--- config.mk ---
export PLATFORM = sky130hd
export DESIGN_NAME = bpt_channel
export DESIGN_NICKNAME = d
export VERILOG_FILES = /design/src/bpt_pkg.sv /design/src/bpt_match.sv /design/src/bpt_regs.sv /design/src/bpt_channel.sv
export SDC_FILE = /design/constraint.sdc
export NUM_CORES = 1
export LEC_CHECK = 0
export BUFFER_PORTS_ARGS = -buffer_cell sky130_fd_sc_hd__buf_4
export CAP_MARGIN = 15
export CORE_AREA = 2 2 153 155
export CTS_CLUSTER_SIZE = 30
export DETAILED_ROUTE_END_ITERATION = 10
export DIE_AREA = 0 0 155 157
export GPL_ROUTABILITY_DRIVEN = 0
export GPL_TIMING_DRIVEN = 0
export PLACE_DENSITY = 0.49
export SETUP_SLACK_MARGIN = 0.5
export SKIP_CTS_REPAIR_TIMING = 1
export SYNTH_ARGS = -nofsm -noshare
export SYNTH_HDL_FRONTEND = slang
export SYNTH_SLANG_ARGS = --single-unit
--- constraint.sdc ---
create_clock -name i_ref_clk -period 5.2 [get_ports i_ref_clk]
set_clock_uncertainty 0.2 [all_clocks]
set_input_delay 1.04 -clock i_ref_clk [delete_from_list [all_inputs] [get_ports i_ref_clk]]
set_output_delay 1.04 -clock i_ref_clk [all_outputs]
set_load 0.01 [all_outputs]
--- src/bpt_pkg.sv ---
`default_nettype none
package bpt_pkg;
	localparam int CNT_W = 16;
	localparam int MODE_W = 7;

	// ----------------------------------------------------------------
	// register offsets
	// ----------------------------------------------------------------
	localparam logic [4:0] OFS_COMPARE_A = 5'h00;
	localparam logic [4:0] OFS_COMPARE_B = 5'h04;
	localparam logic [4:0] OFS_CONTROL   = 5'h0C;
	localparam logic [4:0] OFS_STATUS    = 5'h10;
	localparam logic [4:0] OFS_ALT_TRIG  = 5'h14;

	// ----------------------------------------------------------------
	// control and status fields
	// ----------------------------------------------------------------
	localparam int CTL_MODE_LSB   = 0;
	localparam int CTL_EDGE_POLARITY_BIT  = 7;
	localparam int CTL_FORCE_A    = 8;
	localparam int CTL_FORCE_B    = 9;
	localparam int STS_FLAG_BIT   = 0;
	localparam int MODE_FLAG_SEL  = 1;

	// ----------------------------------------------------------------
	// mode encodings
	// ----------------------------------------------------------------
	localparam logic [6:0] MODE_BUF_MASK = 7'h7D;
	localparam logic [6:0] MODE_BUF_CODE = 7'h60;
	localparam logic [6:0] MODE_SHIFT    = 7'h26;
	localparam logic [6:0] MODE_RESET    = 7'h00;
	localparam logic [15:0] CMP_RESET    = 16'h0000;
	localparam logic [15:0] BOUNDARY_PRE = 16'h0002;
	localparam logic [15:0] BOUNDARY_NOW = 16'h0001;
	localparam logic [15:0] ZERO_VALUE   = 16'h0000;

	typedef enum logic [1:0] {
		BPT_IDLE  = 2'b00,
		BPT_BUF   = 2'b01,
		BPT_SHIFT = 2'b10
	} bpt_mode_t;

	typedef struct packed {
		logic        wr_a;
		logic        wr_b;
		logic        wr_alt;
		logic        wr_ctrl;
		logic        clr_flag;
		logic        force_a_match;
		logic        force_b_match;
		logic [15:0] data;
	} bpt_wr_t;

	typedef struct packed {
		logic rise;
		logic fall;
	} bpt_edge_t;
endpackage
`default_nettype wire

--- src/bpt_match.sv ---
`default_nettype none
module bpt_match
	import bpt_pkg::*;
#(
	parameter int W = CNT_W
) (
	input  wire logic         i_ref_clk,
	input  wire logic         i_rst_b,
	input  wire logic         i_count_en,
	input  wire logic [W-1:0] i_counter_bus,
	input  wire logic [W-1:0] i_value,
	output bpt_edge_t         o_edge
);
	logic match;
	logic next_match;

	// ----------------------------------------------------------------
	// comparator with edge detection
	// ----------------------------------------------------------------
	always_comb begin
		next_match = match;
		if (i_count_en) begin
			next_match = (i_counter_bus == i_value);
		end
	end

	always_ff @(posedge i_ref_clk) begin
		if (!i_rst_b) begin
			match <= 1'b0;
		end else begin
			match <= next_match;
		end
	end

	assign o_edge.rise = next_match & ~match;
	assign o_edge.fall = ~next_match & match;
endmodule
`default_nettype wire

--- src/bpt_regs.sv ---
`default_nettype none
module bpt_regs
	import bpt_pkg::*;
(
	input  wire logic        i_ref_clk,
	input  wire logic        i_rst_b,
	input  wire logic        i_reg_wr,
	input  wire logic        i_reg_rd,
	input  wire logic [4:0]  i_reg_addr,
	input  wire logic [31:0] i_reg_wdata,
	input  wire logic [15:0] i_rd_a,
	input  wire logic [15:0] i_rd_b,
	input  wire logic [15:0] i_rd_alt,
	input  wire logic [9:0]  i_rd_ctrl,
	input  wire logic        i_rd_flag,
	output bpt_wr_t          o_wr,
	output logic [31:0]      o_reg_rdata
);
	logic [31:0] next_rdata;

	// ----------------------------------------------------------------
	// write decode
	// ----------------------------------------------------------------
	always_comb begin
		o_wr = '0;
		o_wr.data = i_reg_wdata[15:0];
		if (i_reg_wr) begin
			if (i_reg_addr == OFS_COMPARE_A) begin
				o_wr.wr_a = 1'b1;
			end else if (i_reg_addr == OFS_COMPARE_B) begin
				o_wr.wr_b = 1'b1;
			end else if (i_reg_addr == OFS_ALT_TRIG) begin
				o_wr.wr_alt = 1'b1;
			end else if (i_reg_addr == OFS_CONTROL) begin
				o_wr.wr_ctrl = 1'b1;
				o_wr.force_a_match = i_reg_wdata[CTL_FORCE_A];
				o_wr.force_b_match = i_reg_wdata[CTL_FORCE_B];
			end else if (i_reg_addr == OFS_STATUS) begin
				o_wr.clr_flag = i_reg_wdata[STS_FLAG_BIT];
			end
		end
	end

	// ----------------------------------------------------------------
	// read mux
	// ----------------------------------------------------------------
	always_comb begin
		next_rdata = o_reg_rdata;
		if (i_reg_rd) begin
			if (i_reg_addr == OFS_COMPARE_A) begin
				next_rdata = {16'h0000, i_rd_a};
			end else if (i_reg_addr == OFS_COMPARE_B) begin
				next_rdata = {16'h0000, i_rd_b};
			end else if (i_reg_addr == OFS_ALT_TRIG) begin
				next_rdata = {16'h0000, i_rd_alt};
			end else if (i_reg_addr == OFS_CONTROL) begin
				next_rdata = {22'h000000, i_rd_ctrl};
			end else if (i_reg_addr == OFS_STATUS) begin
				next_rdata = {31'h00000000, i_rd_flag};
			end else begin
				next_rdata = 32'h00000000;
			end
		end
	end

	always_ff @(posedge i_ref_clk) begin
		if (!i_rst_b) begin
			o_reg_rdata <= 32'h00000000;
		end else begin
			o_reg_rdata <= next_rdata;
		end
	end
endmodule
`default_nettype wire

--- src/bpt_channel.sv ---
`default_nettype none
module bpt_channel
	import bpt_pkg::*;
(
	input  wire logic        i_ref_clk,
	input  wire logic        i_rst_b,
	input  wire logic        i_reg_wr,
	input  wire logic        i_reg_rd,
	input  wire logic [4:0]  i_reg_addr,
	input  wire logic [31:0] i_reg_wdata,
	output logic [31:0]      o_reg_rdata,
	input  wire logic [15:0] i_counter_bus,
	input  wire logic        i_count_en,
	input  wire logic        i_output_update_disable_bit,
	output logic             o_pwm,
	output logic             o_flag,
	output logic [1:0]       o_mode_state
);
	// ----------------------------------------------------------------
	// state
	// ----------------------------------------------------------------
	bpt_wr_t     wr;
	bpt_edge_t   a_edge;
	bpt_edge_t   b_edge;
	bpt_edge_t   t_edge;
	bpt_mode_t   state;
	bpt_mode_t   next_state;
	logic [6:0]  mode;
	logic [6:0]  next_mode;
	logic        edge_polarity;
	logic        next_edge_polarity;
	logic [15:0] active_a_compare;
	logic [15:0] next_active_a_compare;
	logic [15:0] active_b_compare;
	logic [15:0] next_active_b_compare;
	logic [15:0] a_buffer;
	logic [15:0] next_a_buffer;
	logic [15:0] b_buffer;
	logic [15:0] next_b_buffer;
	logic [15:0] alt_trigger_compare;
	logic [15:0] next_alt_trigger_compare;
	logic        out_ff;
	logic        next_out_ff;
	logic        flag;
	logic        next_flag;
	logic        b_seen;
	logic        next_b_seen;
	logic [15:0] bus_prev;
	logic [15:0] next_bus_prev;
	logic        boundary;
	logic        a_zero;
	logic        a_event;
	logic        b_event;
	logic        set_flag;

	function automatic bpt_mode_t decode_mode(input logic [6:0] m);
		if ((m & MODE_BUF_MASK) == MODE_BUF_CODE) begin
			decode_mode = BPT_BUF;
		end else if (m == MODE_SHIFT) begin
			decode_mode = BPT_SHIFT;
		end else begin
			decode_mode = BPT_IDLE;
		end
	endfunction

	// ----------------------------------------------------------------
	// register access and comparators
	// ----------------------------------------------------------------
	bpt_regs u_regs (
		.i_ref_clk   (i_ref_clk),
		.i_rst_b     (i_rst_b),
		.i_reg_wr    (i_reg_wr),
		.i_reg_rd    (i_reg_rd),
		.i_reg_addr  (i_reg_addr),
		.i_reg_wdata (i_reg_wdata),
		.i_rd_a      (state == BPT_SHIFT ? active_a_compare : a_buffer),
		.i_rd_b      (active_b_compare),
		.i_rd_alt    (alt_trigger_compare),
		.i_rd_ctrl   ({2'b00, edge_polarity, mode}),
		.i_rd_flag   (flag),
		.o_wr        (wr),
		.o_reg_rdata (o_reg_rdata)
	);

	bpt_match #(.W(CNT_W)) u_match_a (
		.i_ref_clk     (i_ref_clk),
		.i_rst_b       (i_rst_b),
		.i_count_en    (i_count_en),
		.i_counter_bus (i_counter_bus),
		.i_value       (active_a_compare),
		.o_edge        (a_edge)
	);

	bpt_match #(.W(CNT_W)) u_match_b (
		.i_ref_clk     (i_ref_clk),
		.i_rst_b       (i_rst_b),
		.i_count_en    (i_count_en),
		.i_counter_bus (i_counter_bus),
		.i_value       (active_b_compare),
		.o_edge        (b_edge)
	);

	bpt_match #(.W(CNT_W)) u_match_t (
		.i_ref_clk     (i_ref_clk),
		.i_rst_b       (i_rst_b),
		.i_count_en    (i_count_en),
		.i_counter_bus (i_counter_bus),
		.i_value       (alt_trigger_compare),
		.o_edge        (t_edge)
	);

	// ----------------------------------------------------------------
	// match qualification
	// ----------------------------------------------------------------
	always_comb begin
		// cycle boundary when the up-counting bus rolls over to one
		boundary = i_count_en && (bus_prev >= BOUNDARY_PRE)
			&& (i_counter_bus == BOUNDARY_NOW);
		a_zero = (active_a_compare == ZERO_VALUE);
		if (state == BPT_BUF) begin
			a_event = a_zero ? a_edge.rise : a_edge.fall;
			b_event = b_edge.fall;
			if (b_seen && !boundary && !a_zero) begin
				a_event = 1'b0;
			end
		end else if (state == BPT_SHIFT) begin
			a_event = a_edge.rise;
			b_event = b_edge.rise;
		end else begin
			a_event = 1'b0;
			b_event = 1'b0;
		end
	end

	// ----------------------------------------------------------------
	// configuration and compare registers
	// ----------------------------------------------------------------
	always_comb begin
		next_mode = mode;
		next_edge_polarity = edge_polarity;
		next_a_buffer = a_buffer;
		next_b_buffer = b_buffer;
		next_active_a_compare = active_a_compare;
		next_active_b_compare = active_b_compare;
		next_alt_trigger_compare = alt_trigger_compare;
		next_bus_prev = i_count_en ? i_counter_bus : bus_prev;
		if (wr.wr_ctrl) begin
			next_mode = wr.data[CTL_MODE_LSB +: MODE_W];
			next_edge_polarity = wr.data[CTL_EDGE_POLARITY_BIT];
		end
		if (wr.wr_alt) begin
			next_alt_trigger_compare = wr.data;
		end
		if (wr.wr_a) begin
			next_a_buffer = wr.data;
		end
		if (wr.wr_b) begin
			next_b_buffer = wr.data;
		end
		if (state == BPT_BUF) begin
			if (boundary && !i_output_update_disable_bit) begin
				next_active_a_compare = a_buffer;
				next_active_b_compare = b_buffer;
			end
		end else if (state == BPT_SHIFT) begin
			if (wr.wr_a) begin
				next_active_a_compare = wr.data;
			end
			if ((a_event || wr.force_a_match)
				&& !i_output_update_disable_bit) begin
				next_active_b_compare = b_buffer;
			end
		end else begin
			// outside the modes the actives follow the written values
			if (wr.wr_a) begin
				next_active_a_compare = wr.data;
			end
			if (wr.wr_b) begin
				next_active_b_compare = wr.data;
			end
		end
	end

	always_ff @(posedge i_ref_clk) begin
		if (!i_rst_b) begin
			mode <= MODE_RESET;
			edge_polarity <= 1'b0;
			a_buffer <= CMP_RESET;
			b_buffer <= CMP_RESET;
			active_a_compare <= CMP_RESET;
			active_b_compare <= CMP_RESET;
			alt_trigger_compare <= CMP_RESET;
			bus_prev <= CMP_RESET;
		end else begin
			mode <= next_mode;
			edge_polarity <= next_edge_polarity;
			a_buffer <= next_a_buffer;
			b_buffer <= next_b_buffer;
			active_a_compare <= next_active_a_compare;
			active_b_compare <= next_active_b_compare;
			alt_trigger_compare <= next_alt_trigger_compare;
			bus_prev <= next_bus_prev;
		end
	end

	// ----------------------------------------------------------------
	// mode state, output flip-flop and flag
	// ----------------------------------------------------------------
	always_comb begin
		next_state = decode_mode(mode);
		next_out_ff = out_ff;
		next_b_seen = b_seen;
		set_flag = 1'b0;
		case (state)
			BPT_BUF: begin
				if (boundary) begin
					next_b_seen = 1'b0;
				end
				if (b_event && !(a_event && a_zero)) begin
					next_out_ff = ~edge_polarity;
					next_b_seen = 1'b1;
				end else if (a_event) begin
					next_out_ff = edge_polarity;
				end
				set_flag = b_event
					|| (mode[MODE_FLAG_SEL] && a_event);
				if (wr.force_b_match) begin
					next_out_ff = ~edge_polarity;
				end else if (wr.force_a_match) begin
					next_out_ff = edge_polarity;
				end
			end
			BPT_SHIFT: begin
				if (b_event) begin
					next_out_ff = ~edge_polarity;
				end else if (a_event) begin
					next_out_ff = edge_polarity;
				end
				set_flag = t_edge.rise;
				if (wr.force_b_match) begin
					next_out_ff = ~edge_polarity;
				end else if (wr.force_a_match) begin
					next_out_ff = edge_polarity;
				end
			end
			default: begin
				next_b_seen = 1'b0;
			end
		endcase
		if (next_state != state) begin
			next_b_seen = 1'b0;
			if (next_state == BPT_BUF) begin
				next_out_ff = next_edge_polarity;
			end else if (next_state == BPT_SHIFT) begin
				next_out_ff = ~next_edge_polarity;
			end
		end
		// a set in the clearing cycle wins
		next_flag = set_flag | (flag & ~wr.clr_flag);
	end

	always_ff @(posedge i_ref_clk) begin
		if (!i_rst_b) begin
			state <= BPT_IDLE;
			out_ff <= 1'b0;
			flag <= 1'b0;
			b_seen <= 1'b0;
		end else begin
			state <= next_state;
			out_ff <= next_out_ff;
			flag <= next_flag;
			b_seen <= next_b_seen;
		end
	end

	assign o_pwm = out_ff;
	assign o_flag = flag;
	assign o_mode_state = state;
endmodule
`default_nettype wire

* Yosys cells after proc, flatten, opt, wreduce, memory -nomap -nowiden
Cells that the tools add are included.
W data, S select, Z words.
** Storage, ports and cells
- Flip-flop bits (word level) :: 144
- Logic and storage cells :: 127
- Output and inout port bits :: 36
** Cells by class
- Mux-type cells :: 52
- Magnitude comparators :: 1
- Reductions and logical operators :: 23
- Bitwise logic cells :: 17
- Equal/unequal tests :: 18
** Operator list (count)
- $mux W16 :: 9
- $mux W32 :: 4
- $eq A16 B16 Y1 :: 3
- $mux W1 :: 29
- $eq A16 B1 Y1 const B :: 1
- $ge A16 B2 Y1 const B :: 1
- $logic_not A16 Y1 :: 1
- $eq A5 B5 Y1 const B :: 2
- $not A1 Y1 :: 10
- $logic_and A1 B1 Y1 :: 9
- $eq A7 B6 Y1 const B :: 1
- $mux W7 :: 1
- $and A1 B1 Y1 :: 6
- $eq A6 B6 Y1 const B :: 1
- $mux W2 :: 3
- $mux W6 :: 1
- $pmux W1 S2 :: 3
- $eq A5 B3 Y1 const B :: 1
- $eq A5 B4 Y1 const B :: 1
- $logic_not A5 Y1 :: 1
- $mux W5 :: 1
- $eq A2 B1 Y1 const B :: 2
- $eq A2 B2 Y1 const B :: 2
- $logic_not A1 Y1 :: 4
- 12 further kinds :: 14

* Logic depth before layout (Yosys ltp)
- Depth after elaboration :: 18
- Mapped depth :: 12

* Hierarchy
From an unflattened synthesis, not the netlist that was laid out.
** Unflattened totals
- Cells, all modules :: 748
- Area total of the unflattened synthesis :: 7074.3 µm²
** Modules (own cells, without submodules)
- bpt_channel :: area each 5028.6 µm², times used 1, cells an instance 500
- bpt_regs :: area each 1366.3 µm², times used 1, cells an instance 164
- bpt_match :: area each 226.5 µm², times used 3, cells an instance 28

* Worst setup path after synthesis
OpenSTA, ideal clock, no wires.
- Kind :: input-to-reg
- Start :: input port i_counter_bus[1]
- End :: register active_b_compare[0]
- Setup time :: 89 ps
- Arrival time :: 3037 ps
- Data required time :: 4911 ps
- Path buffers :: 2
- Path slack :: 1874 ps
- Stages on the path :: 8
- Path through :: clkbuf_1 -> xnor2_1 -> or3b_4 -> nor4_4 -> mux2_4 -> o221a_4 -> buf_4 -> a311oi_2
** Between the ends
- Word-level cells in the longest chain between the ends :: 11
** Ends and longest elaborated chain
- from (decl) :: line bpt_channel.sv:12 : input wire logic [15:0] i_counter_bus,
- $eq A16 B16 Y1 / $eq A16 B1 Y1 (equally long branches) :: line bpt_match.sv:23, bpt_channel.sv:118
- $mux W1 / $logic_and A1 B1 Y1 (equally long branches) :: line bpt_match.sv:22, bpt_channel.sv:118
- $not A1 Y1 / $logic_not A1 Y1 (equally long branches) :: line bpt_match.sv:36, bpt_channel.sv:123
- $and A1 B1 Y1 / $logic_and A1 B1 Y1 (equally long branches) :: line bpt_match.sv:36, bpt_channel.sv:123
- $mux W1 / $logic_and A1 B1 Y1 (equally long branches) :: line bpt_channel.sv:121, bpt_channel.sv:123
- $mux W1 :: line bpt_channel.sv:123 : if (b_seen && !boundary && !a_zero) begin
- $mux W1 :: line bpt_channel.sv:120 : if (state == BPT_BUF) begin
- $logic_or A1 B1 Y1 :: line bpt_channel.sv:169 : if ((a_event || wr.force_a_match)
- $logic_and A1 B1 Y1 :: line bpt_channel.sv:170 : && !i_output_update_disable_bit) begin
- $ne A3 B1 Y1 (no source line)
- $reduce_and A3 Y1 (no source line) *
- to (signal assigned) :: line bpt_channel.sv:200 : active_b_compare <= next_active_b_compare;
- to (decl) :: line bpt_channel.sv:34 : logic [15:0] active_b_compare;
Mark *: on every way between the ends. The rest lies on a longest branch, timed or not.
A chain may end at the register's enable or synchronous reset.

* Final worst setup path
- Start :: input port i_reg_addr[2]
- End :: register out_ff (netlist: o_pwm)
** Between the ends
- Word-level cells in the longest chain between the ends :: 12
** Ends and longest elaborated chain
- from (decl) :: line bpt_channel.sv:9 : input wire logic [4:0] i_reg_addr,
- $eq A5 B4 Y1 :: line bpt_regs.sv:34 : end else if (i_reg_addr == OFS_CONTROL) begin
- $mux W2 :: line bpt_regs.sv:34
- $mux W4 :: line bpt_regs.sv:32 : end else if (i_reg_addr == OFS_ALT_TRIG) begin
- $mux W5 :: line bpt_regs.sv:30 : end else if (i_reg_addr == OFS_COMPARE_B) begin
- $mux W6 * :: line bpt_regs.sv:28 : if (i_reg_addr == OFS_COMPARE_A) begin
- $mux W7 * :: line bpt_regs.sv:27 : if (i_reg_wr) begin
- $mux W1, on equally long branches :: line bpt_channel.sv:242, bpt_channel.sv:229
- $mux W1, on equally long branches :: line bpt_channel.sv:240, bpt_channel.sv:227
- $pmux W1 S2 :: line bpt_channel.sv:214 : case (state)
- $mux W1 :: line bpt_channel.sv:254 : end else if (next_state == BPT_SHIFT) begin
- $mux W1 :: line bpt_channel.sv:252 : if (next_state == BPT_BUF) begin
- $mux W1 * :: line bpt_channel.sv:250 : if (next_state != state) begin
- to (signal assigned) :: line bpt_channel.sv:270 : out_ff <= next_out_ff;
- to (decl) :: line bpt_channel.sv:42 : logic out_ff;
Marks and branches as above.

==> out/results.ini <==
[run_status]
outcome=completed

[global_routing]
first_global_vias=5951
globalRouteTotalUtil_pct=19.4
sum_of_overflow_across_all_layers_after_global_routing=0
number_of_antenna_violations_at_the_first_check_in_global_routing=0
wire_length_of_the_first_global_routing_pass_mm=35.5
largest_net_degree_at_the_start_of_global_routing=17

[sta]
worst-slew-pin-transition_ns=1.05
min_period_ns=3.36
timing.final.setup_violations=0
fin_tns_setup_ns=0
hold_violations=0
finalMaxSlewViolations=0
layout_worst_path_cycle_share_pct=64.5
timing.max_slew.rel_slack_pct=30.1
max_clock_freq_mhz=298
setup_repair_after_global_routing_missed_its_margin=false

[synth]
post-synth-top-area-cell=sky130_fd_sc_hd__dfxtp_1
ys_seq_area_share_pct=38.0
yosys_warnings=0
synth-seq-cells=127
syn_avg_cell_area_um2=7.87
ys_dominant_reg_cell=sky130_fd_sc_hd__dfxtp_1
syn-cell-area_um2=6690
ys_top_cells_by_area=sky130_fd_sc_hd__dfxtp_1, sky130_fd_sc_hd__a21oi_1, sky130_fd_sc_hd__nand2_1
synth-edff-count=0
synth_async_sr_flop_share_pct=0
yosys.area.top_type_share_pct=38.0
netlist-cell-type-count=54
postSynthCellCount=850

[routing]
first_pass_iters=7
totalWireLength_mm=23.2
drt.antenna.violating_nets=0
initialDrtViolationCount=364
route.detailed.wl_per_inst_um=19.0
vias=6152
route.detailed.vias_per_inst=5.04
post-route-drc-count=0

[finish]
mostFrequentLayoutCell=sky130_fd_sc_hd__nand2_1
fin_nets=984
diodes=0
num-fill-cells=2431
mostFrequentLayoutCells=sky130_fd_sc_hd__nand2_1, sky130_fd_sc_hd__dfxtp_1, sky130_fd_sc_hd__a21oi_1, sky130_fd_sc_hd__nor2_1, sky130_fd_sc_hd__clkbuf_1
drive_above_1_share_pct=13.0
fin_util_pct=35.3
post_synthesis_to_final_layout_area_growth_pct=18.8

[critical_path]
cp_top_family=simple AND/OR/NAND/NOR gates
timing.critical_path.buf_inv=1
setup.worst_path.class=in -> reg
timing.critical_path.cells=clkbuf_1, nor4b_1, nand3_1, mux2i_1, nand2_1, a21oi_1, nor2_1, o221ai_1, o22ai_1
arrival_time_at_the_worst_endpoint_ns=3.46
cp.required_ns=5.30
cp-start-kind=input port
timing.critical_path.to_type=flop
timing.critical_path.slowest_cell_delay_ns=0.53
worst_path_max_delay_cell=sky130_fd_sc_hd__nand3_1
worstPathMaxFanout=10

[hold_path]
holdCritPathClass=reg -> reg

[clocking]
cts.sinks=127
cts_root_buf=sky130_fd_sc_hd__clkbuf_16
total_clock_buffers_created_by_cts=17
cts.htree.levels=4
tritoncts_clock_tree=done
clk_pin_slew_worst_paths_ns=0.06
cts_buffer_depth=2
latest_clock_arrival_within_the_worst_skew_pair_ns=0.42

[floorplan]
floorplan.die.height_um=157
design.die.area_um2=24300
core_um2=22500
effective_utilization_at_floorplan_pct=29.7
ios=95
placement_rows=55
die_width_um=155

[pwr]
fin_total_pwr_w=0.00233
power.density_nw_per_um2=293
irDropWorstVdd_v=0.000124
power.static_leakage_nw=2.74

[placement]
port_buffers=39
place.detailed.hpwl_mm=18.3

[run]
maxcap_viol_count=0

==> cell type report <==
| cell class | count | area (um^2) | area share [%] |
|---|---|---|---|
| Timing Repair Buffer | 39 | 293 | 3.68 |
| Inverter | 15 | 56.3 | 0.708 |
| Sequential cell | 127 | 2540 | 32.0 |
| Clock buffer | 21 | 460 | 5.79 |
| Buffer | 89 | 432 | 5.43 |
| Clock inverter | 10 | 90.1 | 1.13 |
| Tap cell | 285 | 357 | 4.49 |
| Multi-Input combinational cell | 634 | 3720 | 46.8 |
==> logic make-up (layout without fill, tap and decap cells) <==
family / count (synthesis) / after routing / share of synthesized area, %
muxes: 52 / 52 / 7.87
other: 1 / 16 / 0.0560
adders and majority gates: 2 / 2 / 0.374
buffers and inverters: 104 / 174 / 7.29
and+or+nand+nor: 325 / 325 / 21.3
xor gates and xnor gates: 50 / 50 / 6.88
DFF: 127 / 127 / 38.0
AOI/OAI and AO/OA: 189 / 189 / 18.2
==> power by group <==
group | total (W) | leakage, nW | internal [W] | switching [W]
registers | 0.00100 | 1.03 | 0.000990 | 0.0000130
clock network | 0.00112 | 0.265 | 0.000677 | 0.000444
logic | 0.000202 | 1.45 | 0.0000735 | 0.000129
total | 0.00233 | 2.74 | 0.00174 | 0.000586
==> metal layers <==
layer	vias up	share of wire [%]	GRT usage, %
met3	39	4.5	3.36
met2	186	44	30.6
li1	3035	-	-
met4	0	3.2	8.38
met5	-	0	0
met1	2892	48	26.2
==> worst register-to-register path, cell delays in order (launching register included) <==
cell and delay, ns:
sky130_fd_sc_hd__dfxtp_1 0.48, sky130_fd_sc_hd__ha_1 0.30, sky130_fd_sc_hd__buf_2 0.28, sky130_fd_sc_hd__buf_1 0.57, sky130_fd_sc_hd__clkbuf_1 0.59, sky130_fd_sc_hd__nand4b_1 0.21, sky130_fd_sc_hd__nand2_1 0.11, sky130_fd_sc_hd__a21oi_1 0.04
sky130_fd_sc_hd__a211oi_1 0.36
==> flip-flops by register name, summed over array words and instances, names as in the netlist <==
signal and cells:
a_buffer 16, active_a_compare 16, active_b_compare 16, alt_trigger_compare 16, b_buffer 16, b_seen 1, bus_prev 15, edge_polarity 1
mode 7, o_flag 1, o_mode_state 2, o_pwm 1, u_match_a.match 1, u_match_b.match 1, u_match_t.match 1, u_regs.o_reg_rdata 16
==> path summary, 6_finish.rpt <==
kind                                                 start                       end  slack [ns]  cells after the start
worst max-delay path                         i_reg_addr[2]          o_pwm$_SDFF_PN0_        1.84                      9
worst min-delay path              b_buffer[0]$_SDFFE_PN0P_  b_buffer[0]$_SDFFE_PN0P_        0.25                      2
worst max register to register  o_mode_state[1]$_SDFF_PN0_         o_flag$_SDFF_PN0_        1.94                      8
worst min register to register    b_buffer[0]$_SDFFE_PN0P_  b_buffer[0]$_SDFFE_PN0P_        0.25                      2
==> metrics by stage <==
stage | hold slack (ns) | setup slack, ns | cells | area, um^2
after CTS | 0.254 | 1.89 | 1220 | 7950
after floorplan | 0.233 | 1.87 | 865 | 6750
after detailed placement | 0.244 | 1.48 | 1189 | 7400
after global placement | 0.241 | 1.48 | 1189 | 7400
final | 0.254 | 1.84 | 1220 | 7950
after global routing | 0.272 | 1.70 | 1220 | 7950
==> synth_stat cells (3+ instances only) <==
| cell | instances |
|---|---|
| sky130_fd_sc_hd__a211oi_1 | 17 |
| sky130_fd_sc_hd__a21oi_1 | 109 |
| sky130_fd_sc_hd__a311oi_2 | 14 |
| sky130_fd_sc_hd__and2_1 | 5 |
| sky130_fd_sc_hd__and4_1 | 3 |
| sky130_fd_sc_hd__buf_1 | 4 |
| sky130_fd_sc_hd__buf_2 | 6 |
| sky130_fd_sc_hd__buf_4 | 18 |
| sky130_fd_sc_hd__buf_6 | 3 |
| sky130_fd_sc_hd__clkbuf_1 | 58 |
| sky130_fd_sc_hd__dfxtp_1 | 127 |
| sky130_fd_sc_hd__inv_1 | 14 |
| sky130_fd_sc_hd__mux2i_1 | 50 |
| sky130_fd_sc_hd__nand2_1 | 144 |
| sky130_fd_sc_hd__nand3_1 | 8 |
| sky130_fd_sc_hd__nand4_1 | 11 |
| sky130_fd_sc_hd__nor2_1 | 109 |
| sky130_fd_sc_hd__nor3_1 | 8 |
| sky130_fd_sc_hd__nor4_1 | 14 |
| sky130_fd_sc_hd__o21ai_0 | 25 |
| sky130_fd_sc_hd__o221ai_1 | 9 |
| sky130_fd_sc_hd__or3_1 | 5 |
| sky130_fd_sc_hd__xnor2_1 | 37 |
| sky130_fd_sc_hd__xnor2_2 | 3 |
| sky130_fd_sc_hd__xor2_1 | 10 |
Power figures use the tool's default switching activity.
